$ cat src/design/io_port_pkg.sv
// Constants shared by the configurable I/O port block
`default_nettype none
package io_port_pkg;
	localparam int unsigned PORT_W = 8;
	localparam int unsigned PORT_D_W = 3;
	localparam logic [7:0] CFG_RESET = 8'h00;
	localparam int unsigned PERIPH_MODE_POS = 7;
	// Port C pins that can carry macrocell outputs (PC2, PC3, PC4, PC7)
	localparam logic [7:0] PORT_C_CELL_PINS = 8'h9c;
	// Port C pins dedicated to the serial test interface
	localparam logic [7:0] PORT_C_TEST_PINS = 8'h63;
	// Port D pin used for an external chip select (two of them)
	localparam logic [2:0] PORT_D_CS_PINS = 3'h6;
	// Readback sources
	localparam logic [2:0] RB_DATA_OUT = 3'h0;
	localparam logic [2:0] RB_CELL_OUT = 3'h1;
	localparam logic [2:0] RB_DIR = 3'h2;
	localparam logic [2:0] RB_CTRL = 3'h3;
	localparam logic [2:0] RB_PIN = 3'h4;
	localparam logic [2:0] RB_CAPTURE = 3'h5;
	localparam logic [2:0] RB_ENABLE = 3'h6;
	// Register targets of a write
	localparam logic [1:0] WR_DATA_OUT = 2'h0;
	localparam logic [1:0] WR_DIR = 2'h1;
	localparam logic [1:0] WR_CTRL = 2'h2;
	localparam logic [1:0] WR_DRIVE = 2'h3;
	// Port numbers
	localparam logic [1:0] PORT_A = 2'h0;
	localparam logic [1:0] PORT_B = 2'h1;
	localparam logic [1:0] PORT_C = 2'h2;
	localparam logic [1:0] PORT_D = 2'h3;
	// Input cell modes
	typedef enum logic [1:0] {
		CELL_DIRECT,
		CELL_LATCH,
		CELL_REGISTER
	} cell_mode_e;
endpackage
`default_nettype wire

$ cat src/design/configurable_io_port_block.sv
// Four configurable I/O ports with readback path and input capture
//
// Behaviour
// RQ1 - Ports A,B,C eight pins, D three
// RQ2 - Output mux: data, address, cell, chip-select
// RQ3 - Readback returns exactly one selected source
// RQ4 - Driver enable is direction OR enable term
// RQ5 - Without enable term, direction alone drives
// RQ6 - Input cells latch, register or pass
// RQ7 - Fixed modes are configuration inputs only
// RQ8 - Control bit zero selects microcontroller I/O
// RQ9 - Output from data register, input readable
// RQ10 - Ports C and D have no control
// RQ11 - Logic output tri-stated by term or direction
// RQ12 - Software avoids output direction on inputs
// RQ13 - Address out: nibbles a3-a0 and a7-a4
// RQ14 - Peripheral mode bit turns Port A buffer
// RQ15 - Buffer tri-stated while select inactive
// RQ16 - Select should include program store strobe
// RQ17 - Port C cells only PC2,3,4,7
// RQ18 - Mode matrix limits per port
// RQ19 - Direction one is output, reset input
// RQ20 - Configuration registers reset to zero
// RQ21 - Writes on strobe, reads without side effects
`default_nettype none
module configurable_io_port_block
	import io_port_pkg::*;
#(
	parameter int unsigned W = PORT_W,
	parameter int unsigned DW = PORT_D_W // RQ1
) (
	input wire logic clk_in,
	input wire logic rst_n_in,
	// Microcontroller side
	input wire logic wr_strobe_in,
	input wire logic [1:0] wr_port_in,
	input wire logic [1:0] wr_target_in,
	input wire logic [7:0] wr_data_in,
	input wire logic [1:0] rd_port_in,
	input wire logic [2:0] rd_source_in,
	input wire logic [7:0] addr_low_in,
	input wire logic addr_strobe_in,
	input wire logic periph_mode_bit_in,
	input wire logic [7:0] mcu_data_in,
	input wire logic mcu_data_write_in,
	input wire logic periph_select_zero_in,
	input wire logic periph_select_one_in,
	// Logic array side
	input wire logic [W-1:0] macrocell_group_first_in,
	input wire logic [W-1:0] macrocell_group_second_in,
	input wire logic [1:0] external_chip_selects_in,
	input wire logic [3*W+DW-1:0] oe_term_in,
	input wire logic [3*W+DW-1:0] oe_term_defined_in,
	input wire logic [3*W+DW-1:0] logic_output_in,
	input wire logic [1:0] cell_term_a_in,
	input wire logic [1:0] cell_term_b_in,
	input wire logic [1:0] cell_term_c_in,
	// Fixed configuration
	input wire logic [W-1:0] cfg_a_from_second_in,
	input wire logic [W-1:0] cfg_cell_use_term_in,
	input wire logic [W*2-1:0] cfg_cell_mode_in,
	// Pins
	input wire logic [W-1:0] port_a_pin_in,
	input wire logic [W-1:0] port_b_pin_in,
	input wire logic [W-1:0] port_c_pin_in,
	input wire logic [DW-1:0] port_d_pin_in,
	output logic [W-1:0] port_a_pin_out,
	output logic [W-1:0] port_a_oe_out,
	output logic [W-1:0] port_b_pin_out,
	output logic [W-1:0] port_b_oe_out,
	output logic [W-1:0] port_c_pin_out,
	output logic [W-1:0] port_c_oe_out,
	output logic [DW-1:0] port_d_pin_out,
	output logic [DW-1:0] port_d_oe_out,
	output logic [7:0] port_readback_buffer_out,
	output logic [W-1:0] open_drain_a_out,
	output logic [W-1:0] open_drain_b_out
);
	////////////////////////////////////////////////////////////////////////
	typedef struct packed {
		logic [W-1:0] dout_a, dout_b, dout_c;
		logic [DW-1:0] dout_d;
		logic [W-1:0] dir_a, dir_b, dir_c;
		logic [DW-1:0] dir_d;
		logic [W-1:0] ctrl_a, ctrl_b;
		logic [W-1:0] drive_a, drive_b, drive_c;
		logic [DW-1:0] drive_d;
		logic [W-1:0] pa_q, pa_oe, pb_q, pb_oe, pc_q, pc_oe;
		logic [DW-1:0] pd_q, pd_oe;
		logic [7:0] rb;
	} port_state_s;

	port_state_s st_r;
	port_state_s st_nxt;
	logic [W-1:0] cap_a, cap_b, cap_c;
	logic [W-1:0] pa_val, pa_en, pb_val, pb_en, pc_val, pc_en;
	logic [DW-1:0] pd_val, pd_en;
	logic periph_on;
	logic [7:0] cells_b;
	// Zero-extend a narrow field into a byte
	function automatic logic [7:0] widen(input logic [DW-1:0] v);
		widen = {{(8 - DW){1'b0}}, v};
	endfunction

	// Driver enable of one pin
	function automatic logic pin_enable(input logic dir, input logic term,
			input logic defined);
		pin_enable = dir | (defined & term); // RQ4 RQ5 RQ19
	endfunction

	////////////////////////////////////////////////////////////////////////
	// Input cells exist on Ports A, B and C only
	input_capture_cell #(.WIDTH(W)) u_cap_a (
		.clk_in(clk_in), .rst_n_in(rst_n_in), .pin_in(port_a_pin_in),
		.cell_mode_in(cfg_cell_mode_in), .use_term_in(cfg_cell_use_term_in),
		.addr_strobe_in(addr_strobe_in), .term_low_in(cell_term_a_in[0]),
		.term_high_in(cell_term_a_in[1]), .cell_out(cap_a)); // RQ6
	input_capture_cell #(.WIDTH(W)) u_cap_b (
		.clk_in(clk_in), .rst_n_in(rst_n_in), .pin_in(port_b_pin_in),
		.cell_mode_in(cfg_cell_mode_in), .use_term_in(cfg_cell_use_term_in),
		.addr_strobe_in(addr_strobe_in), .term_low_in(cell_term_b_in[0]),
		.term_high_in(cell_term_b_in[1]), .cell_out(cap_b)); // RQ6
	input_capture_cell #(.WIDTH(W)) u_cap_c (
		.clk_in(clk_in), .rst_n_in(rst_n_in), .pin_in(port_c_pin_in),
		.cell_mode_in(cfg_cell_mode_in), .use_term_in(cfg_cell_use_term_in),
		.addr_strobe_in(addr_strobe_in), .term_low_in(cell_term_c_in[0]),
		.term_high_in(cell_term_c_in[1]), .cell_out(cap_c)); // RQ6

	////////////////////////////////////////////////////////////////////////
	// Pin drive
	always_comb begin
		// Select inactive low keeps the data buffer off
		periph_on = periph_mode_bit_in &
			(periph_select_zero_in | periph_select_one_in); // RQ14 RQ15
		cells_b = macrocell_group_second_in;
		for (int i = 0; i < W; i++) begin
			// Port A: peripheral buffer, cell, address or data
			pa_en[i] = pin_enable(st_r.dir_a[i], oe_term_in[i],
				oe_term_defined_in[i]);
			if (periph_mode_bit_in) begin
				pa_val[i] = mcu_data_in[i]; // RQ14
				pa_en[i] = periph_on & mcu_data_write_in; // RQ15
			end else if (logic_output_in[i]) begin
				pa_val[i] = cfg_a_from_second_in[i] ? 1'b0
					: macrocell_group_first_in[i]; // RQ2 RQ11
			end else if (st_r.ctrl_a[i]) begin
				pa_val[i] = addr_low_in[i]; // RQ13
				pa_en[i] = (oe_term_defined_in[i] & oe_term_in[i]) |
					(st_r.dir_a[i] & st_r.ctrl_a[i]); // RQ13
			end else begin
				pa_val[i] = st_r.dout_a[i]; // RQ8 RQ9
			end
			// Port B
			pb_en[i] = pin_enable(st_r.dir_b[i], oe_term_in[W + i],
				oe_term_defined_in[W + i]);
			if (logic_output_in[W + i]) begin
				pb_val[i] = cfg_a_from_second_in[i] ? cells_b[i]
					: macrocell_group_first_in[i]; // RQ2 RQ18
			end else if (st_r.ctrl_b[i]) begin
				pb_val[i] = addr_low_in[i]; // RQ13
				pb_en[i] = (oe_term_defined_in[W + i] & oe_term_in[W + i]) |
					(st_r.dir_b[i] & st_r.ctrl_b[i]); // RQ13
			end else begin
				pb_val[i] = st_r.dout_b[i]; // RQ9
			end
			// Port C: no control register, cells on four pins only
			pc_en[i] = pin_enable(st_r.dir_c[i], oe_term_in[2*W + i],
				oe_term_defined_in[2*W + i]); // RQ10
			if (PORT_C_TEST_PINS[i]) begin
				pc_val[i] = 1'b0; // RQ17
				pc_en[i] = 1'b0; // RQ17
			end else if (logic_output_in[2*W + i] && PORT_C_CELL_PINS[i]) begin
				pc_val[i] = macrocell_group_second_in[i]; // RQ17 RQ11
			end else begin
				pc_val[i] = st_r.dout_c[i]; // RQ9 RQ10
			end
		end
		for (int j = 0; j < DW; j++) begin
			pd_en[j] = pin_enable(st_r.dir_d[j], oe_term_in[3*W + j],
				oe_term_defined_in[3*W + j]);
			// Only Port D carries the extra chip selects
			if (logic_output_in[3*W + j] && PORT_D_CS_PINS[j]) begin
				pd_val[j] = external_chip_selects_in[j == 2]; // RQ18 RQ2
			end else begin
				pd_val[j] = st_r.dout_d[j]; // RQ10
			end
		end
	end

	////////////////////////////////////////////////////////////////////////
	// Register writes and readback
	always_comb begin
		st_nxt = st_r;
		if (wr_strobe_in) begin // RQ21
			case (wr_target_in)
				WR_DATA_OUT: case (wr_port_in)
					PORT_A: st_nxt.dout_a = wr_data_in;
					PORT_B: st_nxt.dout_b = wr_data_in;
					PORT_C: st_nxt.dout_c = wr_data_in;
					default: st_nxt.dout_d = wr_data_in[DW-1:0];
				endcase
				WR_DIR: case (wr_port_in)
					PORT_A: st_nxt.dir_a = wr_data_in;
					PORT_B: st_nxt.dir_b = wr_data_in;
					PORT_C: st_nxt.dir_c = wr_data_in;
					default: st_nxt.dir_d = wr_data_in[DW-1:0];
				endcase
				// Ports C and D hold no control bits
				WR_CTRL: case (wr_port_in)
					PORT_A: st_nxt.ctrl_a = wr_data_in; // RQ7
					PORT_B: st_nxt.ctrl_b = wr_data_in; // RQ7
					default: st_nxt.ctrl_a = st_r.ctrl_a; // RQ10
				endcase
				default: case (wr_port_in)
					PORT_A: st_nxt.drive_a = wr_data_in;
					PORT_B: st_nxt.drive_b = wr_data_in;
					PORT_C: st_nxt.drive_c = wr_data_in;
					default: st_nxt.drive_d = wr_data_in[DW-1:0];
				endcase
			endcase
		end
		// One source at a time onto the data bus, no side effects
		case (rd_source_in) // RQ3 RQ21
			RB_DATA_OUT: case (rd_port_in)
				PORT_A: st_nxt.rb = st_r.dout_a;
				PORT_B: st_nxt.rb = st_r.dout_b;
				PORT_C: st_nxt.rb = st_r.dout_c;
				default: st_nxt.rb = widen(st_r.dout_d);
			endcase
			RB_CELL_OUT: case (rd_port_in)
				PORT_A: st_nxt.rb = macrocell_group_first_in;
				PORT_B: st_nxt.rb = macrocell_group_second_in;
				default: st_nxt.rb = 8'h00;
			endcase
			RB_DIR: case (rd_port_in)
				PORT_A: st_nxt.rb = st_r.dir_a;
				PORT_B: st_nxt.rb = st_r.dir_b;
				PORT_C: st_nxt.rb = st_r.dir_c;
				default: st_nxt.rb = widen(st_r.dir_d);
			endcase
			RB_CTRL: case (rd_port_in)
				PORT_A: st_nxt.rb = st_r.ctrl_a;
				PORT_B: st_nxt.rb = st_r.ctrl_b;
				default: st_nxt.rb = 8'h00; // RQ10
			endcase
			RB_PIN: case (rd_port_in)
				PORT_A: st_nxt.rb = port_a_pin_in; // RQ9
				PORT_B: st_nxt.rb = port_b_pin_in;
				PORT_C: st_nxt.rb = port_c_pin_in;
				default: st_nxt.rb = widen(port_d_pin_in);
			endcase
			RB_CAPTURE: case (rd_port_in)
				PORT_A: st_nxt.rb = cap_a; // RQ6
				PORT_B: st_nxt.rb = cap_b;
				PORT_C: st_nxt.rb = cap_c & PORT_C_CELL_PINS;
				default: st_nxt.rb = 8'h00;
			endcase
			RB_ENABLE: case (rd_port_in)
				PORT_A: st_nxt.rb = st_r.pa_oe;
				PORT_B: st_nxt.rb = st_r.pb_oe;
				PORT_C: st_nxt.rb = st_r.pc_oe;
				default: st_nxt.rb = widen(st_r.pd_oe);
			endcase
			default: st_nxt.rb = 8'h00;
		endcase
		st_nxt.pa_q = pa_val;
		st_nxt.pa_oe = pa_en;
		st_nxt.pb_q = pb_val;
		st_nxt.pb_oe = pb_en;
		st_nxt.pc_q = pc_val;
		st_nxt.pc_oe = pc_en;
		st_nxt.pd_q = pd_val;
		st_nxt.pd_oe = pd_en;
	end

	always_ff @(posedge clk_in) begin
		if (!rst_n_in) begin
			st_r <= '0; // RQ19 RQ20
		end else begin
			st_r <= st_nxt;
		end
	end

	assign port_a_pin_out = st_r.pa_q;
	assign port_a_oe_out = st_r.pa_oe;
	assign port_b_pin_out = st_r.pb_q;
	assign port_b_oe_out = st_r.pb_oe;
	assign port_c_pin_out = st_r.pc_q;
	assign port_c_oe_out = st_r.pc_oe;
	assign port_d_pin_out = st_r.pd_q;
	assign port_d_oe_out = st_r.pd_oe;
	assign port_readback_buffer_out = st_r.rb;
	assign open_drain_a_out = st_r.drive_a;
	assign open_drain_b_out = st_r.drive_b;
endmodule
`default_nettype wire

$ cat src/design/input_capture_cell.sv
// Input capture cell group for one eight-pin port
`default_nettype none
module input_capture_cell
	import io_port_pkg::*;
#(
	parameter int unsigned WIDTH = PORT_W
) (
	input wire logic clk_in,
	input wire logic rst_n_in,
	input wire logic [WIDTH-1:0] pin_in,
	input wire logic [WIDTH*2-1:0] cell_mode_in,
	input wire logic [WIDTH-1:0] use_term_in,
	input wire logic addr_strobe_in,
	input wire logic term_low_in,
	input wire logic term_high_in,
	output logic [WIDTH-1:0] cell_out
);
	typedef struct packed {
		logic [WIDTH-1:0] store;
		logic [WIDTH-1:0] strobe_prev;
	} cell_state_s;

	cell_state_s st_r;
	cell_state_s st_nxt;
	logic [WIDTH-1:0] strobe;

	always_comb begin
		st_nxt = st_r;
		for (int i = 0; i < WIDTH; i++) begin
			// Low nibble and high nibble each have their own term
			if (use_term_in[i]) begin
				strobe[i] = (i < WIDTH / 2) ? term_low_in : term_high_in;
			end else begin
				strobe[i] = addr_strobe_in;
			end
			st_nxt.strobe_prev[i] = strobe[i];
			case (cell_mode_e'(cell_mode_in[2*i +: 2]))
				CELL_LATCH: begin
					if (strobe[i]) begin
						st_nxt.store[i] = pin_in[i];
					end
				end
				CELL_REGISTER: begin
					if (strobe[i] && !st_r.strobe_prev[i]) begin
						st_nxt.store[i] = pin_in[i];
					end
				end
				default: begin
					st_nxt.store[i] = pin_in[i];
				end
			endcase
		end
	end

	always_ff @(posedge clk_in) begin
		if (!rst_n_in) begin
			st_r <= '0;
		end else begin
			st_r <= st_nxt;
		end
	end

	assign cell_out = st_r.store;
endmodule
`default_nettype wire

$ cat config.mk
export PLATFORM = sky130hd
export DESIGN_NAME = configurable_io_port_block
export DESIGN_NICKNAME = d
export VERILOG_FILES = /design/src/design/io_port_pkg.sv /design/src/design/configurable_io_port_block.sv /design/src/design/input_capture_cell.sv
export SDC_FILE = /design/constraint.sdc
export NUM_CORES = 1
export LEC_CHECK = 0
export BUFFER_PORTS_ARGS = -buffer_cell sky130_fd_sc_hd__buf_4
export CAP_MARGIN = 10
export CORE_UTILIZATION = 25
export DETAILED_ROUTE_END_ITERATION = 16
export GPL_TIMING_DRIVEN = 0
export PLACE_DENSITY = 0.49
export SLEW_MARGIN = 0
export SYNTH_ARGS = -nofsm -noshare
export SYNTH_HDL_FRONTEND = slang
export SYNTH_SLANG_ARGS = --single-unit
export TNS_END_PERCENT = 100
$ cat constraint.sdc
create_clock -name clk_in -period 1.4 [get_ports clk_in]
set_input_delay 0.21 -clock clk_in [delete_from_list [all_inputs] [get_ports clk_in]]
set_output_delay 0.21 -clock clk_in [all_outputs]
set_load 0.01 [all_outputs]
* Word level (Yosys, flattened, before mapping)
Cells that the tools add are included.
Storage, ports and cells: register bits 192, input port bits 205, output and inout port bits 78, word-level logic and storage cells 469
Operators by class: equal/unequal tests 68, mux-type cells 194, bitwise gates (word level) 83, reduce and logical (&&, ||, !) cells 78
Operators with widths (number):
- $mux W1 | 166
- $pmux W8 S3 | 5
- $ne A2 B1 Y1 const B | 40
- $pmux W8 S7 | 1
- $and A1 B1 Y1 | 41
- $or A1 B1 Y1 | 40
- $pmux W1 S2 | 20
- $reduce_and A2 Y1 | 20
- $reduce_and A3 Y1 | 12
- $pmux W8 S2 | 2
- $eq A2 B1 Y1 const B | 11
- $eq A2 B2 Y1 const B | 11
- $logic_and A1 B1 Y1 | 20
- $logic_not A1 Y1 | 20
- $eq A3 B3 Y1 const B | 3
- $eq A3 B2 Y1 const B | 2
- $logic_not A2 Y1 | 3
- $reduce_or A3 Y1 | 2
- $eq A3 B1 Y1 const B | 1
- $logic_not A3 Y1 | 1
- $not A1 Y1 | 2

* Longest topological paths before layout
word-level depth 5, mapped depth 7, gate-level depth less buffers 4

* Hierarchy
Synthesis repeated with hierarchy kept, for this count alone.
Second synthesis, totals: cell total of the unflattened synthesis 1124, area total of the unflattened synthesis 10415.0 µm²
Modules (own cells, without submodules):
- configurable_io_port_block | times used 1, cells each 785, area an instance 7310.8 µm², seq. area each 2802.7 µm²
- input_capture_cell | times used 3, cells each 113, area an instance 1034.7 µm², seq. area each 320.3 µm²

* Least setup slack after synthesis
No wires, ideal clock.
kind input to register, start in rd_port_in[0], end reg st_r (netlist bit port_readback_buffer_out[2]), library setup time 0.127 ns, arrival 1.263 ns, data required time 1.273 ns, path slack 0.010 ns, stages on the path 7, buffers on the path 3, path through buf_2 buf_4 buf_4 mux2i_1 o22ai_1 nor4_1 a21oi_1
On the way: cells in the longest elaborated chain, start to end 3, elaborated cells between the ends (all ways) 11, those cells by class 2 x eq/ne; 8 x mux; 1 x reduce/logical
Ends and longest elaborated chain:
- from (decl) | line configurable_io_port_block.sv:39 | input wire logic [1:0] rd_port_in,
- $eq A2 B2 Y1, or another cell as far along
- $pmux W8 S3, or another cell as far along | line configurable_io_port_block.sv:258 | RB_ENABLE: case (rd_port_in)
- $pmux W8 S7 * | line configurable_io_port_block.sv:223 | case (rd_source_in)
- to (signal assigned) | line configurable_io_port_block.sv:280 | st_r <= st_nxt;
- to (decl) | line configurable_io_port_block.sv:93 | port_state_s st_r;
Every way passes the cells marked *; elsewhere a longest branch is shown, timed or not. A chain may end at the register's enable or synchronous reset.

* Final worst setup path
start reg st_r[89] in the netlist's numbering, end reg st_r (netlist bit port_readback_buffer_out[0])
On the way: cells in the longest elaborated chain, start to end 2
Ends and longest elaborated chain:
- $pmux W8 S2 | line configurable_io_port_block.sv:241 | RB_CTRL: case (rd_port_in)
- $pmux W8 S7 | line configurable_io_port_block.sv:223
No other way between the ends.

==> impl_metrics.json <==
{
  "rows": 72,
  "critical_path_class": "reg -> reg",
  "setup-violations-final": 0,
  "multiInputGateArea_um2": 5370,
  "synth_top_cell_by_area": "dfxtp_1",
  "async_flop_share_pct": 0,
  "critPathRequiredTime_ns": 1.76,
  "crit_path_end_kind": "register",
  "grt_max_degree": 17,
  "detail_route.wl_per_cell_um": 20.5,
  "cp_max_fo": 3,
  "avgSynthCellArea_um2": 9.10,
  "grt-ovfl-total": 0,
  "port_buffers": 247,
  "ant_nets": 0,
  "synth_edf_count": 0,
  "synth-seq-area-share_pct": 36.2,
  "drt-total-wl_mm": 39.1,
  "hold_viol": 0,
  "total_power_uw": 13100,
  "finalClockSkew_ns": 0.0101,
  "coreArea_um2": 38900,
  "drt_iter0_drc": 546,
  "cts_root_buf": "clkbuf_16",
  "cap_viol_max_count": 0,
  "synth_area_um2": 9940,
  "synth.top_cell.area_share_pct": 36.2,
  "dpl-instance-area_um2": 12500,
  "cts_tree": "done",
  "fin_crit_ns": 1.37,
  "yosys_most_used_dff": "dfxtp_1",
  "grt_antenna_before_repair": 3,
  "yosysMostFrequentCell": "dfxtp_1",
  "grt_util_all_layers_pct": 19.0,
  "initial_core_util_pct": 25.5,
  "p_per_area_nw_per_um2": 985,
  "critical-path-slowest-cell": "or4bb_4",
  "vias_per_cell": 4.65,
  "synth_cell_types": 60,
  "syn_to_final_growth_pct": 34.3,
  "grt_pass1_vias": 8703,
  "fin_area_um2": 13400,
  "gp_congestion": 0.872,
  "numCtsBuffers": 17,
  "grt_pass1_wl_mm": 56.6,
  "syn_inst": 1093,
  "layout-drive-gt1-share_pct": 30.9,
  "clock_sinks": 180,
  "first_pass_iters": 4,
  "place_hpwl_mm": 30.2,
  "io_pins": 283,
  "fin_crit_sh_pct": 98.0,
  "place_inst": 1865,
  "maxSlewHeadroom_pct": 31.9,
  "leakage_uw": 0.00571,
  "max_freq_mhz": 729,
  "maxSlewViolCount": 0,
  "yosys_warnings": 0,
  "path_cells": "mux2i_2 > o221ai_1 > or4bb_4 > a31oi_4",
  "cp_slowest_stage_delay_ns": 0.50,
  "ys_ff_latch": 180,
  "clk_pin_slew_ns": 0.08,
  "hp-class": "in -> reg",
  "synth_common_cells": "180 x dfxtp_1, 171 x mux2i_1, 124 x nor2b_1",
  "regArea_um2": 3610,
  "tightest_slew_ns": 1.02,
  "clk_path_buf_depth": 2,
  "dieArea_um2": 40600,
  "status": "completed",
  "ir_worst_vdd_mv": 0.820,
  "finalNetCount": 1582,
  "die_x_um": 201,
  "drc": 0,
  "detailroute.via_count": 8874,
  "fin_cells": 1909,
  "crit_arrival_ns": 1.73,
  "synth_area_leaders": "dfxtp_1 36%, mux2i_1 17%, nor2b_1 7.8%, buf_4 6.1%, a21oi_1 2.7%",
  "insertion_delay_ns": 0.44,
  "fill_cells": 4098,
  "startpoint_type": "register",
  "cts-htree-levels": 4,
  "dieHeight_um": 201
}
## placed cells by master, fill, tap and decap left out, types with 12 or more instances in the layout
cell type    n
nand3_1     20
mux2i_1    164
a21oi_1     54
clkbuf_1    41
a21boi_1    16
mux2_2      17
buf_4      330
clkbuf_16   17
o22ai_1     19
inv_1       24
nand2_1     50
and2_1      19
dfxtp_1    179
nand2b_1    14
a31oi_1     15
o211ai_1    12
nor2_1      62
buf_2       16
nor2b_1    124
o21ai_0     29
## layout make-up
cell class | instances | area share (%)
antenna | 1 | 0.0187
buffer | 152 | 7.65
clock buffer | 19 | 3.39
clock inverter | 13 | 1.45
inverter | 24 | 0.675
multi-input combinational | 744 | 40.2
sequential | 180 | 27.0
tap | 518 | 4.85
timing repair buffer | 258 | 14.7
## through the flow
| step | util [%] | setup TNS [ns] | worst slack [ns] | hold WS, ns |
|---|---|---|---|---|
| 2_1_floorplan | - | 0 | 0.0103 | 0.366 |
| 3_3_place_gp | 32.0 | -23.31 | -0.691 | 0.460 |
| 3_5_place_dp | 32.0 | -24.23 | -0.717 | 0.462 |
| 4_1_cts | 34.1 | 0 | 0.0108 | 0.000666 |
| 5_1_grt | 34.3 | -0.00156 | -0.00156 | 0.00387 |
| 6_report | 34.3 | 0 | 0.0280 | 0.0191 |
## layer usage
metal | vias to the layer above | wire length [um] | track usage [%]
met5 | - | 0 | 0
met4 | 0 | 953 | 6.30
met3 | 36 | 2120 | 4.39
met2 | 288 | 18200 | 31.0
met1 | 4206 | 17800 | 24.6
li1 | 4344 | - | -
## path summary, 6_finish.rpt
check,start,to,slack (ns),cells after the start
max,st_r[89],port_readback_buffer_out[0],0.03,4
min,oe_term_defined_in[9],port_b_oe_out[1],0.02,3
max reg2reg,st_r[89],port_readback_buffer_out[0],0.03,4
min reg2reg,st_r[144],st_r[144],0.48,2
## what timing repair did
item                                   in CTS  in global routing
buffers inserted                            1                  0
setup endpoints to repair                  17                  7
hold buffers                               10                  0
resized for setup                          17                 13
pin swaps                                   4                  0
endpoints found under the hold margin       6                  0
## cell families after synthesis
group,count (synthesis),share of synthesized area [%]
AND/OR/NAND/NOR,334,18.9
AO/OA/AOI/OAI,211,14.3
multiplexers,191,19.7
other,1,0.0377
flip-flops,180,36.2
buffers and inverters,176,10.8
## worst max-delay path: cells and delay by family, from the launching register on
| family | cells | cell delay (ns) |
|---|---|---|
| AND/OR/NAND/NOR | 1 | 0.50 |
| flip-flops | 1 | 0.37 |
| AO/OA/AOI/OAI | 2 | 0.33 |
| multiplexers | 1 | 0.09 |
## registers in the layout, summed over array words and instances (netlist names), 3 cells and up
register,count
u_cap_b.cell_out,8
open_drain_b_out,8
port_a_pin_out,8
port_d_oe_out,3
u_cap_c.cell_out,4
port_b_pin_out,8
port_readback_buffer_out,8
port_b_oe_out,8
open_drain_a_out,8
u_cap_b.st_r,8
port_d_pin_out,3
port_c_pin_out,4
st_r,69
u_cap_c.st_r,4
u_cap_a.cell_out,8
port_c_oe_out,4
u_cap_a.st_r,8
port_a_oe_out,8
## report_power, final
group          total [uW]  internal [uW]  switching (uW)  leakage (uW)
Clock                5460           3120            2340      0.000309
Sequential           5440           5310             125       0.00147
Combinational        2240           1120            1120       0.00393
Total               13100           9560            3590       0.00571
(Power assumes the default switching activity.)
